`config.mk`:
```
export PLATFORM = sky130hd
export DESIGN_NAME = peripheral_irq_priority_select
export DESIGN_NICKNAME = d
export VERILOG_FILES = /design/src/verilog/prio_select_pkg.sv /design/src/verilog/peripheral_irq_priority_select.sv
export SDC_FILE = /design/constraint.sdc
export NUM_CORES = 1
export LEC_CHECK = 0
export ABC_AREA = 1
export BUFFER_PORTS_ARGS = -buffer_cell sky130_fd_sc_hd__buf_4
export CORE_MARGIN = 2
export CORE_UTILIZATION = 39
export CTS_BUF_LIST = sky130_fd_sc_hd__clkbuf_8
export CTS_CLUSTER_SIZE = 25
export DETAILED_ROUTE_END_ITERATION = 12
export HOLD_SLACK_MARGIN = 0.02
export PLACE_DENSITY_LB_ADDON = 0.15
export SLEW_MARGIN = 20
export SYNTH_ARGS = -nofsm -noshare
export SYNTH_HDL_FRONTEND = slang
export SYNTH_SLANG_ARGS = --single-unit
```
`constraint.sdc`:
```
create_clock -name clk_i -period 0.9 [get_ports clk_i]
set_input_delay 0.09 -clock clk_i [delete_from_list [all_inputs] [get_ports clk_i]]
set_output_delay 0.09 -clock clk_i [all_outputs]
set_load 0.02 [all_outputs]
```
`src/verilog/prio_select_pkg.sv`:
```
package prio_select_pkg;

    // Register word offsets (byte addresses on the bus)
    localparam logic [3:0] SELECT_ONE_OFFSET = 4'h0;
    localparam logic [3:0] SELECT_TWO_OFFSET = 4'h4;
    localparam logic [3:0] CONTROL_OFFSET = 4'h8;
    localparam int ADDR_WIDTH = 4;

    // Implemented-bit masks and reset values
    localparam logic [7:0] SELECT_ONE_MASK = 8'h7b;
    localparam logic [7:0] SELECT_TWO_MASK = 8'hce;
    localparam logic [7:0] SELECT_ONE_RESET = 8'h7b;
    localparam logic [7:0] SELECT_TWO_RESET = 8'hce;
    localparam logic [7:0] CONTROL_MASK = 8'h01;
    localparam logic [7:0] CONTROL_RESET = 8'h00;

    // Field positions, first select register
    localparam int CONVERTER_BIT = 6;
    localparam int SERIAL_RX_BIT = 5;
    localparam int SERIAL_TX_BIT = 4;
    localparam int SYNC_SERIAL_BIT = 3;
    localparam int SECOND_TIMER_BIT = 1;
    localparam int FIRST_TIMER_BIT = 0;
    // Field positions, second select register
    localparam int OSC_FAIL_BIT = 7;
    localparam int COMPARATOR_BIT = 6;
    localparam int BUS_COLLISION_BIT = 3;
    localparam int LOW_VOLTAGE_BIT = 2;
    localparam int THIRD_TIMER_BIT = 1;
    // Enable bit in control register
    localparam int ENABLE_BIT = 0;

    // Per-source priority levels, 1 = high vector
    typedef struct packed {
        logic converter_prio;
        logic serial_rx_prio;
        logic serial_tx_prio;
        logic sync_serial_prio;
        logic second_timer_match_prio;
        logic first_timer_overflow_prio;
        logic osc_fail_prio;
        logic comparator_prio;
        logic bus_collision_prio;
        logic low_voltage_prio;
        logic third_timer_overflow_prio;
    } prio_levels_t;

endpackage : prio_select_pkg

```
`src/verilog/peripheral_irq_priority_select.sv`:
```
// Chosen here: the Wishbone register port and the register offsets.
`timescale 1ns/1ps
module peripheral_irq_priority_select (
    // Clock and reset
    input wire logic clk_i,
    input wire logic rst_i,
    // Classic Wishbone slave
    input wire logic wb_cyc_i,
    input wire logic wb_stb_i,
    input wire logic wb_we_i,
    input wire logic [prio_select_pkg::ADDR_WIDTH-1:0] wb_adr_i,
    input wire logic [31:0] wb_dat_i,
    input wire logic [3:0] wb_sel_i,
    output logic [31:0] wb_dat_o,
    output logic wb_ack_o,
    // Effective priority per source, 1 = high vector
    output prio_select_pkg::prio_levels_t prio_levels_o,
    output logic global_priority_enable_o
);

    ////////////////////////////////////////////////////////////////////////
    logic [7:0] select_one_ff, nxt_select_one;
    logic [7:0] select_two_ff, nxt_select_two;
    logic [7:0] control_ff, nxt_control;
    logic ack_ff, nxt_ack;
    logic [31:0] rdata_ff, nxt_rdata;
    prio_select_pkg::prio_levels_t levels_ff, nxt_levels;
    logic req;
    logic wr_lane0;

    // Request seen only while no ack is out, so each access acks once
    assign req = wb_cyc_i && wb_stb_i && !ack_ff;
    assign wr_lane0 = req && wb_we_i && wb_sel_i[0];

    ////////////////////////////////////////////////////////////////////////
    // Register writes; masking keeps unimplemented bits at zero
    always_comb begin
        nxt_select_one = select_one_ff;
        nxt_select_two = select_two_ff;
        nxt_control = control_ff;
        if (wr_lane0) begin
            unique case (wb_adr_i)
                prio_select_pkg::SELECT_ONE_OFFSET: begin
                    nxt_select_one = wb_dat_i[7:0] & prio_select_pkg::SELECT_ONE_MASK;
                end
                prio_select_pkg::SELECT_TWO_OFFSET: begin
                    nxt_select_two = wb_dat_i[7:0] & prio_select_pkg::SELECT_TWO_MASK;
                end
                prio_select_pkg::CONTROL_OFFSET: begin
                    nxt_control = wb_dat_i[7:0] & prio_select_pkg::CONTROL_MASK;
                end
                default: begin
                    nxt_control = control_ff;
                end
            endcase
        end
    end

    // Bus answer: one cycle after request, unmapped reads give zero
    always_comb begin
        nxt_ack = req;
        nxt_rdata = 32'h0000_0000;
        if (req && !wb_we_i) begin
            unique case (wb_adr_i)
                prio_select_pkg::SELECT_ONE_OFFSET: nxt_rdata[7:0] = select_one_ff;
                prio_select_pkg::SELECT_TWO_OFFSET: nxt_rdata[7:0] = select_two_ff;
                prio_select_pkg::CONTROL_OFFSET: nxt_rdata[7:0] = control_ff;
                default: nxt_rdata = 32'h0000_0000;
            endcase
        end
    end

    ////////////////////////////////////////////////////////////////////////
    // Effective levels; with enable clear every source drops to one level
    always_comb begin
        logic en;
        en = control_ff[prio_select_pkg::ENABLE_BIT];
        nxt_levels.converter_prio = en & select_one_ff[prio_select_pkg::CONVERTER_BIT];
        nxt_levels.serial_rx_prio = en & select_one_ff[prio_select_pkg::SERIAL_RX_BIT];
        nxt_levels.serial_tx_prio = en & select_one_ff[prio_select_pkg::SERIAL_TX_BIT];
        nxt_levels.sync_serial_prio = en & select_one_ff[prio_select_pkg::SYNC_SERIAL_BIT];
        nxt_levels.second_timer_match_prio =
            en & select_one_ff[prio_select_pkg::SECOND_TIMER_BIT];
        nxt_levels.first_timer_overflow_prio =
            en & select_one_ff[prio_select_pkg::FIRST_TIMER_BIT];
        nxt_levels.osc_fail_prio = en & select_two_ff[prio_select_pkg::OSC_FAIL_BIT];
        nxt_levels.comparator_prio = en & select_two_ff[prio_select_pkg::COMPARATOR_BIT];
        nxt_levels.bus_collision_prio =
            en & select_two_ff[prio_select_pkg::BUS_COLLISION_BIT];
        nxt_levels.low_voltage_prio = en & select_two_ff[prio_select_pkg::LOW_VOLTAGE_BIT];
        nxt_levels.third_timer_overflow_prio =
            en & select_two_ff[prio_select_pkg::THIRD_TIMER_BIT];
    end

    ////////////////////////////////////////////////////////////////////////
    // State registers; single level when disabled means all low vector
    always_ff @(posedge clk_i) begin
        if (rst_i) begin
            select_one_ff <= prio_select_pkg::SELECT_ONE_RESET;
            select_two_ff <= prio_select_pkg::SELECT_TWO_RESET;
            control_ff <= prio_select_pkg::CONTROL_RESET;
            ack_ff <= 1'b0;
            rdata_ff <= 32'h0000_0000;
            levels_ff <= '0;
        end else begin
            select_one_ff <= nxt_select_one;
            select_two_ff <= nxt_select_two;
            control_ff <= nxt_control;
            ack_ff <= nxt_ack;
            rdata_ff <= nxt_rdata;
            levels_ff <= nxt_levels;
        end
    end

    assign wb_ack_o = ack_ff;
    assign wb_dat_o = rdata_ff;
    assign prio_levels_o = levels_ff;
    assign global_priority_enable_o = control_ff[prio_select_pkg::ENABLE_BIT];
endmodule : peripheral_irq_priority_select

```
==> results.toml, run 1 <==
[status]
outcome = "finished with violations"
failed_checks = "negative setup slack"

[layout]
post-route-util_pct = 57.7
layout.filler_cells = 325
proportion_of_layout_cells_with_a_drive_suffix_above_1_pct = 42.1
stdcell_area_um2 = 1940
final_net_count = 265
syn_to_final_growth_pct = 40.6
antenna_cell_count = 0

[route]
num_vias = 1159
drt_total_wl_um = 2920
route.layer.met1.wl_um = 1250
dr.max_layer_used = "met4"
drt_iter0_markers = 40
drc_errors = 0
final_antenna_net_count = 0
route.met3.wl_um = 229
detailroute.wirelength.met2_um = 1380
drt_pass_1_iters = 4
route.detailed.vias_per_inst = 4.34
post_drt_wl_per_cell_um = 10.9

[synth]
seq_total_area_yosys_pct = 46.4
post_synth.cell_area_avg_um2 = 8.21
top_cells_by_area_synth = "sky130_fd_sc_hd__dfxtp_1 (46%), sky130_fd_sc_hd__buf_4 (13%), sky130_fd_sc_hd__nand3_1 (8.7%)"
synth.lib_cells_used.distinct = 20
mapped_cells = 168
yosysWarnings = 0
synthDominantAreaCellType = "sky130_fd_sc_hd__dfxtp_1"
most_common_flop_cell_mapped_by_yosys = "sky130_fd_sc_hd__dfxtp_1"
yosys_register_bits = 32
postSynth.asyncResetShare_pct = 0
ys_top_cells_by_count = "sky130_fd_sc_hd__dfxtp_1 (32), sky130_fd_sc_hd__nand2_1 (32), sky130_fd_sc_hd__buf_4 (24), sky130_fd_sc_hd__nand3_1 (24), sky130_fd_sc_hd__nor2_1 (14)"
synthesis.area_um2 = 1380
synth-edff-count = 0
synth_top_area_share_pct = 46.4

[timing]
clock-skew-final_ns = 0.00166
timing_hold_violations_final = 0
fin_hold_ws_ns = 0.0478
fmax_mhz = 909
timing.final.max_slew_violations = 0
worst_slack_ns = -0.200
finalWorstPathRequiredPeriod_ns = 1.10
rsz0062_at_grt = "yes"
min_period_over_period_pct = 122
setup_viol = 20

[floorplan]
die-area_um2 = 4030
rows = 21
initial_util_pct = 41.0
die_h_um = 63.5
die_w_um = 63.5
fp.coreArea_um2 = 3360
ioPinCount = 90

[global_route]
grt_first_pass_wirelength_um = 4420
grt_antenna_before_repair = 0
vias_in_the_first_global_route = 948
globalRouteTotalUtil_pct = 14.7
grt_max_degree = 13
global_route_overflow = 0

[worst_setup_path]
timing.critical_path.max_delay_family = "simple AND/OR/NAND/NOR gates"
worstPathArrival_ns = 1.33
cp_num_buf_inv = 3
delay_of_the_slowest_critical_path_stage_ns = 0.35
critical_path.startpoint_type = "flip-flop"
r2r_end = "select_one_ff[3]"
cp-end-kind = "flip-flop"
timing.rr.start = "wb_ack_o"
worst_ep_required_time_ns = 1.13
cp-endpoint = "select_one_ff[3]"
r2r_slack_ns = -0.20
critical_path_depth = 7
cp_max_fo = 7
crit_path_top_delay_cell = "sky130_fd_sc_hd__dfxtp_4"
worstPathCellList = "inv_4 -> nand3_4 -> nor2_4 -> buf_12 -> buf_6 -> nand3_1 -> nand3_2"
r2r.worst_path.cells = 7
worstSetupPathType = "flip-flop to flip-flop"
worstSetupStartpoint = "wb_ack_o"

[placement]
gp_routability_congestion = 0.799
detailed_place.area_um2 = 1690
io_buffers = 38
dp.final_hpwl_um = 2090

[pwr]
static_leakage_nw = 0.988
seq_power_share_pct = 44.1
p_sw_share_pct = 22.4
cell_internal_power_dissipation_w = 0.00250
max-vdd-ir-drop_mv = 0.822
power_switching_w = 0.000721
power-per-cell-area_nw_per_um2 = 1660
clkPwrFrac_pct = 46.1
combinationalPowerShare_pct = 9.8

[clock_network]
tritoncts = "yes"
holdBufCountCts = 0
inserted_clock_buffers = 5
cts.reportedPaths.clkPinSlew_ns = 0.06
cts_buffer_depth = 2
cts.sink_count = 32
cts.root.buffer_cell = "sky130_fd_sc_hd__clkbuf_8"
worst_skew_pair.late_latency_ns = 0.28
h-tree-depth = 2

[run]
maxCapViolCount = 0

[min_path]
hold_class = "input port to flip-flop"
kinds of logic after synthesis:
kind of cell | after synthesis | share of synthesized area, %
compound gates | 4 | 1.45
buf+inv | 45 | 20.7
flops | 32 | 46.4
other cells | 1 | 0.272
simple gates | 86 | 31.2
cells in the final DEF, fill, tap and decap left out:
master                      instances
sky130_fd_sc_hd__a21oi_2            2
sky130_fd_sc_hd__clkinv_2           1
sky130_fd_sc_hd__nand2_2            5
sky130_fd_sc_hd__a21oi_1            2
sky130_fd_sc_hd__buf_12             2
sky130_fd_sc_hd__nor2_8             1
sky130_fd_sc_hd__nand3_1           20
sky130_fd_sc_hd__buf_6              2
sky130_fd_sc_hd__dfxtp_4            2
sky130_fd_sc_hd__bufinv_16          1
sky130_fd_sc_hd__clkbuf_8           7
sky130_fd_sc_hd__nor3_2             4
sky130_fd_sc_hd__conb_1            24
sky130_fd_sc_hd__inv_2              4
sky130_fd_sc_hd__nand3_2            4
sky130_fd_sc_hd__nand2_4            4
sky130_fd_sc_hd__inv_4              1
sky130_fd_sc_hd__nor2_1            14
sky130_fd_sc_hd__nor2_2             1
sky130_fd_sc_hd__buf_4             47
sky130_fd_sc_hd__dfxtp_1           30
sky130_fd_sc_hd__nand3_4            1
sky130_fd_sc_hd__inv_1             10
sky130_fd_sc_hd__nor2_4             3
sky130_fd_sc_hd__nand2_1           28
sky130_fd_sc_hd__nand2_8            1
power by group through the flow:
| stage | registers, W | clock network, W | logic, W |
|---|---|---|---|
| after global placement | 0.00146 | 0 | 0.000287 |
| after CTS | 0.00142 | 0.00151 | 0.000293 |
| after global routing | 0.00142 | 0.00162 | 0.000338 |
| final | 0.00142 | 0.00149 | 0.000317 |
| after detailed placement | 0.00146 | 0 | 0.000288 |
| after floorplan | 0.00146 | 0 | 0.000260 |
through the flow:
stage / setup WS [ns] / std cells / TNS [ns] / power (W)
after floorplan: -0.0990 / 191 / -1.12 / 0.00172
after global placement: -0.161 / 256 / -2.02 / 0.00174
after detailed placement: -0.219 / 256 / -2.79 / 0.00174
after CTS: -0.196 / 265 / -2.73 / 0.00323
after global routing: -0.266 / 267 / -4.42 / 0.00337
final: -0.200 / 267 / -3.20 / 0.00322
metal layers:
metal | track usage, % | vias to the layer above
met4 | 8.15 | 0
met2 | 22.0 | 55
li1 | - | 574
met1 | 18.2 | 525
met3 | 5.54 | 5
met5 | 0 | -
worst reg2reg max path, cell delays in order, from the launching register on:
cell and delay, ns:
sky130_fd_sc_hd__dfxtp_4 0.35, sky130_fd_sc_hd__inv_4 0.05, sky130_fd_sc_hd__nand3_4 0.07, sky130_fd_sc_hd__nor2_4 0.13, sky130_fd_sc_hd__buf_12 0.14, sky130_fd_sc_hd__buf_6 0.12
sky130_fd_sc_hd__nand3_1 0.10, sky130_fd_sc_hd__nand3_2 0.08
worst min-delay path by stage:
stage / cells after the start / from / endpoint / slack, ns
floorplan: 2 / wb_stb_i / wb_ack_o / 0.23
global placement: 2 / rst_i / prio_levels_o[5] / 0.34
detailed placement: 3 / wb_dat_i[2] / select_two_ff[2] / 0.34
CTS: 3 / wb_dat_i[2] / select_two_ff[2] / 0.04
global route: 3 / wb_dat_i[5] / select_one_ff[5] / 0.04
finish: 3 / wb_dat_i[2] / select_two_ff[2] / 0.05
cell type report:
type	count	area (um^2)	area share, %
clock buffers	7	96.3	4.96
clock inverters	1	30.0	1.55
inverters	16	63.8	3.29
multi-input cells	114	629	32.4
flip-flops and latches	32	648	33.4
well taps	46	57.6	2.97
repair buffers	51	415	21.4
registers in the layout, summed over array words and instances, names as in the netlist:
name	count
prio_levels_o	11
wb_dat_o	8
select_one_ff	6
select_two_ff	5
control_ff	1
wb_ack_o	1
timing repair:
action | in CTS | in global routing
setup buffers | 1 | 2
cloned | 0 | 0
pin swaps | 7 | 9
endpoints found under the setup margin | 25 | 20
gates resized for setup | 7 | 15
Note: power is estimated with default switching activity, not from simulation.
==> inputs of run 2 (changes only) <==
--- a/config.mk
+++ b/config.mk
@@ -14,6 +14,7 @@
 export DETAILED_ROUTE_END_ITERATION = 12
 export HOLD_SLACK_MARGIN = 0.02
 export PLACE_DENSITY_LB_ADDON = 0.15
+export SETUP_SLACK_MARGIN = 0.3
 export SLEW_MARGIN = 20
 export SYNTH_ARGS = -nofsm -noshare
 export SYNTH_HDL_FRONTEND = slang
==> results.toml, run 2 (synthesized netlist as in run 1, its figures left out) <==
[floorplan]
initial_util_pct = 41.0
die-area_um2 = 4030
fp.coreArea_um2 = 3360
die_h_um = 63.5
rows = 21
die_w_um = 63.5
ioPinCount = 90

[layout]
stdcell_area_um2 = 1990
proportion_of_layout_cells_with_a_drive_suffix_above_1_pct = 51.8
leading_cell_type_in_the_layout_fill_and_taps_excluded = "sky130_fd_sc_hd__buf_6"
antenna_cell_count = 0
largest_register_ff_count = 11
final_cell_count_no_fill = 266
final_cell_mix = "sky130_fd_sc_hd__buf_6 (25), sky130_fd_sc_hd__conb_1 (24), sky130_fd_sc_hd__buf_4 (24), sky130_fd_sc_hd__nand2_1 (23), sky130_fd_sc_hd__nand3_1 (20)"
syn_to_final_growth_pct = 44.4
final_net_count = 264

[pwr]
max-vdd-ir-drop_mv = 0.637
static_leakage_nw = 0.994
power-per-cell-area_nw_per_um2 = 1540

[clock_network]
worst_skew_pair.late_latency_ns = 0.29
cts.root.buffer_cell = "sky130_fd_sc_hd__clkbuf_8"
cts.reportedPaths.clkPinSlew_ns = 0.07
inserted_clock_buffers = 5
tritoncts = "yes"
cts_buffer_depth = 2
cts.sink_count = 32
holdBufCountCts = 0
h-tree-depth = 2

[timing]
timing.final.max_slew_violations = 0
setup_viol = 20
min_period_over_period_pct = 118
worst_slack_ns = -0.159
fmax_mhz = 944
clock-skew-final_ns = 0.00633
rsz0062_at_grt = "yes"
timing_hold_violations_final = 0
finalWorstPathRequiredPeriod_ns = 1.06

[global_route]
grt_antenna_before_repair = 0
globalRouteTotalUtil_pct = 15.6
vias_in_the_first_global_route = 1046
grt_first_pass_wirelength_um = 4830
global_route_overflow = 0
grt_max_degree = 12

[worst_setup_path]
worstPathCellList = "inv_2 -> nand3_4 -> nor2_4 -> nand2_2 -> nand2_1 -> nand3_1"
critical_path.startpoint_type = "flip-flop"
timing.rr.start = "wb_ack_o"
worstPathArrival_ns = 1.24
cp-end-kind = "flip-flop"
cp_num_buf_inv = 1
worstSetupPathType = "flip-flop to flip-flop"
cp_max_fo = 6
delay_of_the_slowest_critical_path_stage_ns = 0.34
r2r.worst_path.cells = 6
timing.critical_path.max_delay_family = "simple AND/OR/NAND/NOR gates"
crit_path_top_delay_cell = "sky130_fd_sc_hd__dfxtp_4"
r2r_slack_ns = -0.16
r2r_end = "select_two_ff[2]"
worst_ep_required_time_ns = 1.08
worstSetupStartpoint = "wb_ack_o"

[placement]
io_buffers = 38
gp_routability_congestion = 0.822
dp.final_hpwl_um = 2030
dp.cells = 254
detailed_place.area_um2 = 1680

[route]
num_vias = 1113
final_antenna_net_count = 0
post_drt_wl_per_cell_um = 10.8
drt_pass_1_iters = 4
route.detailed.vias_per_inst = 4.18
drt_total_wl_um = 2880
drc_errors = 0
drt_iter0_markers = 28

[min_path]
hold_class = "input port to flip-flop"
timing.hold.worst_path_depth = 2
worst_hold_path.endpoint = "prio_levels_o[3]"
timing.hold.worst.start = "rst_i"

[run]
maxCapViolCount = 0

[status]
failed_checks = "negative setup slack"
outcome = "finished with violations"
## run 2: cell count changes in the layout (fill, tap and decap cells not counted), sizes merged
cell and change:
inv +1, clkbuf -2, buf -1, clkinv +1
## run 2: worst register-to-register path: cells and delay by family (launching register included)
family / cells / cell delay, ns
DFF: 1 / 0.34
buffers and inverters: 1 / 0.06
and+or+nand+nor: 5 / 0.55
## run 2: final cells by class
class / count / area, um^2
clock inverter: 3 / 41.3
inverter: 16 / 61.3
sequential: 32 / 672
clock buffer: 5 / 68.8
timing repair buffer: 50 / 482
tap: 46 / 57.6
multi-input combinational: 114 / 611
fill: 317 / 1370
## run 2: layer usage
metal | part of all wire, % | vias up | global-route usage (%)
met5 | 0 | - | 0
met3 | 5.5 | 2 | 4.29
met1 | 41 | 501 | 18.7
li1 | - | 574 | -
met4 | 0.94 | 0 | 7.34
met2 | 52 | 36 | 25.7
## run 2: what timing repair did
| item | in CTS | in global routing |
|---|---|---|
| endpoints found under the setup margin | 51 | 53 |
| gates cloned | 1 | 0 |
| buffers inserted | 2 | 1 |
| pin swaps | 3 | 3 |
| hold endpoints to repair | 0 | 0 |
| gates resized for setup | 50 | 12 |
## run 2: worst max-delay path by stage
stage                                  end  cells past startpoint
final                     select_two_ff[2]                      6
after global routing      select_two_ff[6]                      6
after CTS                 select_two_ff[2]                      6
after detailed placement  select_two_ff[2]                      6
after global placement    select_two_ff[7]                      6
after floorplan           select_one_ff[6]                      6
## run 2: through the flow
step	worst slack, ns	TNS, ns	total power, W	util (%)	hold slack (ns)
floorplan	-0.0990	-1.12	0.00172	-	0.233
global route	-0.240	-4.11	0.00319	59.3	0.0320
finish	-0.159	-2.10	0.00307	59.3	0.0275
detailed placement	-0.151	-2.09	0.00174	49.8	0.339
global placement	-0.126	-1.73	0.00173	49.8	0.335
CTS	-0.142	-2.15	0.00308	57.6	0.0209
## run 2: where the power goes
group	leakage, nW	switching (W)	total [W]	internal, W
Combinational	0.665	0.000196	0.000293	0.0000970
Clock	0.0585	0.000533	0.00135	0.000820
Sequential	0.270	0.00000413	0.00142	0.00142
==> inputs of run 3 (changes only) <==
--- a/config.mk
+++ b/config.mk
@@ -14,6 +14,7 @@
 export DETAILED_ROUTE_END_ITERATION = 12
 export HOLD_SLACK_MARGIN = 0.02
 export PLACE_DENSITY_LB_ADDON = 0.15
+export RECOVER_POWER = 25
 export SETUP_SLACK_MARGIN = 0.3
 export SLEW_MARGIN = 20
 export SYNTH_ARGS = -nofsm -noshare
==> results.toml, run 3 (synthesized netlist as in run 1, its figures left out) <==
[status]
outcome = "finished with violations"
failed_checks = "negative setup slack"

[worst_setup_path]
worstSetupPathType = "flip-flop to flip-flop"
delay_of_the_slowest_critical_path_stage_ns = 0.34
cp_max_fo = 6
crit_path_top_delay_cell = "sky130_fd_sc_hd__dfxtp_4"
timing.critical_path.max_delay_family = "simple AND/OR/NAND/NOR gates"
worstPathCellList = "inv_2 -> nand3_4 -> nor2_4 -> nand2_2 -> nand2_1 -> nand3_1"
critical_path.startpoint_type = "flip-flop"
worstPathArrival_ns = 1.23
cp_num_buf_inv = 1
cp-end-kind = "flip-flop"
worst_ep_required_time_ns = 1.07

[placement]
io_buffers = 38
dp.final_hpwl_um = 2030
gp_routability_congestion = 0.822
pre_cts_slack_ns = -0.151

[min_path]
hold_class = "input port to flip-flop"

[route]
post_drt_wl_per_cell_um = 10.8
drt_pass_1_iters = 4
drt_iter0_markers = 30
drt_total_wl_um = 2870
num_vias = 1114
route.detailed.vias_per_inst = 4.19
drc_errors = 0
final_antenna_net_count = 0

[pwr]
power-per-cell-area_nw_per_um2 = 1550
fin_total_pwr_w = 0.00306
static_leakage_nw = 0.989
max-vdd-ir-drop_mv = 0.637

[global_route]
grt_max_degree = 12
globalRouteTotalUtil_pct = 15.6
vias_in_the_first_global_route = 1046
global_route_overflow = 0
grt_first_pass_wirelength_um = 4830
grt_antenna_before_repair = 0

[layout]
layout.filler_cells = 321
antenna_cell_count = 0
leading_cell_type_in_the_layout_fill_and_taps_excluded = "sky130_fd_sc_hd__buf_4"
proportion_of_layout_cells_with_a_drive_suffix_above_1_pct = 50.9
layout.area.seq_um2 = 668
final_net_count = 264
syn_to_final_growth_pct = 43.0
multi_input_comb_area_um2 = 608
final_cell_mix = "sky130_fd_sc_hd__buf_4 (25), sky130_fd_sc_hd__nand2_1 (24), sky130_fd_sc_hd__conb_1 (24), sky130_fd_sc_hd__buf_6 (22), sky130_fd_sc_hd__nand3_1 (20)"
largest_register_ff_count = 11

[clock_network]
inserted_clock_buffers = 5
cts.reportedPaths.clkPinSlew_ns = 0.07
cts.root.buffer_cell = "sky130_fd_sc_hd__clkbuf_8"
tritoncts = "yes"
cts.sink_count = 32
h-tree-depth = 2
cts_buffer_depth = 2
worst_skew_pair.late_latency_ns = 0.29

[timing]
rsz0062_at_grt = "yes"
timing.final.max_slew_violations = 0
fmax_mhz = 944
worst_slack_ns = -0.159
min_period_over_period_pct = 118
tns_ns = -2.10
clock-skew-final_ns = 0.00660
setup_viol = 20
finalWorstPathRequiredPeriod_ns = 1.06
timing_hold_violations_final = 0

[floorplan]
fp.coreArea_um2 = 3360
rows = 21
die_w_um = 63.5
ioPinCount = 90
die-area_um2 = 4030
die_h_um = 63.5
initial_util_pct = 41.0

[run]
maxCapViolCount = 0
-- run 3: layout make-up --
| type | count | share of cell area, % |
|---|---|---|
| multi-input cells | 114 | 30.8 |
| inverters | 16 | 3.11 |
| clock inverters | 3 | 2.09 |
| clock buffers | 5 | 3.49 |
| flip-flops and latches | 32 | 33.9 |
| repair buffers | 50 | 23.7 |
| well taps | 46 | 2.92 |
-- run 3: per-stage QoR --
step | cell area, um^2 | instances | util (%) | hold WS, ns
2_1_floorplan | 1490 | 191 | - | 0.233
3_3_place_gp | 1680 | 254 | 49.8 | 0.335
3_5_place_dp | 1680 | 254 | 49.8 | 0.339
4_1_cts | 1940 | 265 | 57.6 | 0.0209
5_1_grt | 1970 | 266 | 58.7 | 0.0321
6_report | 1970 | 266 | 58.7 | 0.0305
-- run 3: report_power, final --
part	switching, W	internal, W	total (W)
registers	0.00000403	0.00142	0.00142
logic	0.000196	0.0000965	0.000293
clock network	0.000527	0.000820	0.00135
-- run 3: final timing paths --
check                   startpoint                to  depth (start not counted)  slack [ns]
setup / recovery          wb_ack_o  select_two_ff[2]                          6       -0.16
hold / removal               rst_i  prio_levels_o[3]                          2        0.03
setup reg to reg          wb_ack_o  select_two_ff[2]                          6       -0.16
hold reg to reg   select_one_ff[0]  prio_levels_o[5]                          2        0.46
-- run 3: metal layers --
metal	GRT usage, %	vias up	share of wire [%]
li1	-	573	-
met1	18.7	503	42
met2	25.7	36	52
met3	4.29	2	5.4
met4	7.34	0	0.94
met5	0	-	0
-- run 3: repair_timing --
item                                    in CTS  in global routing
endpoints found under the setup margin      51                 53
pin swaps                                    3                  3
resized for setup                           50                 12
buffers inserted                             2                  1
cloned                                       1                  0
hold buffers                                 0                  0
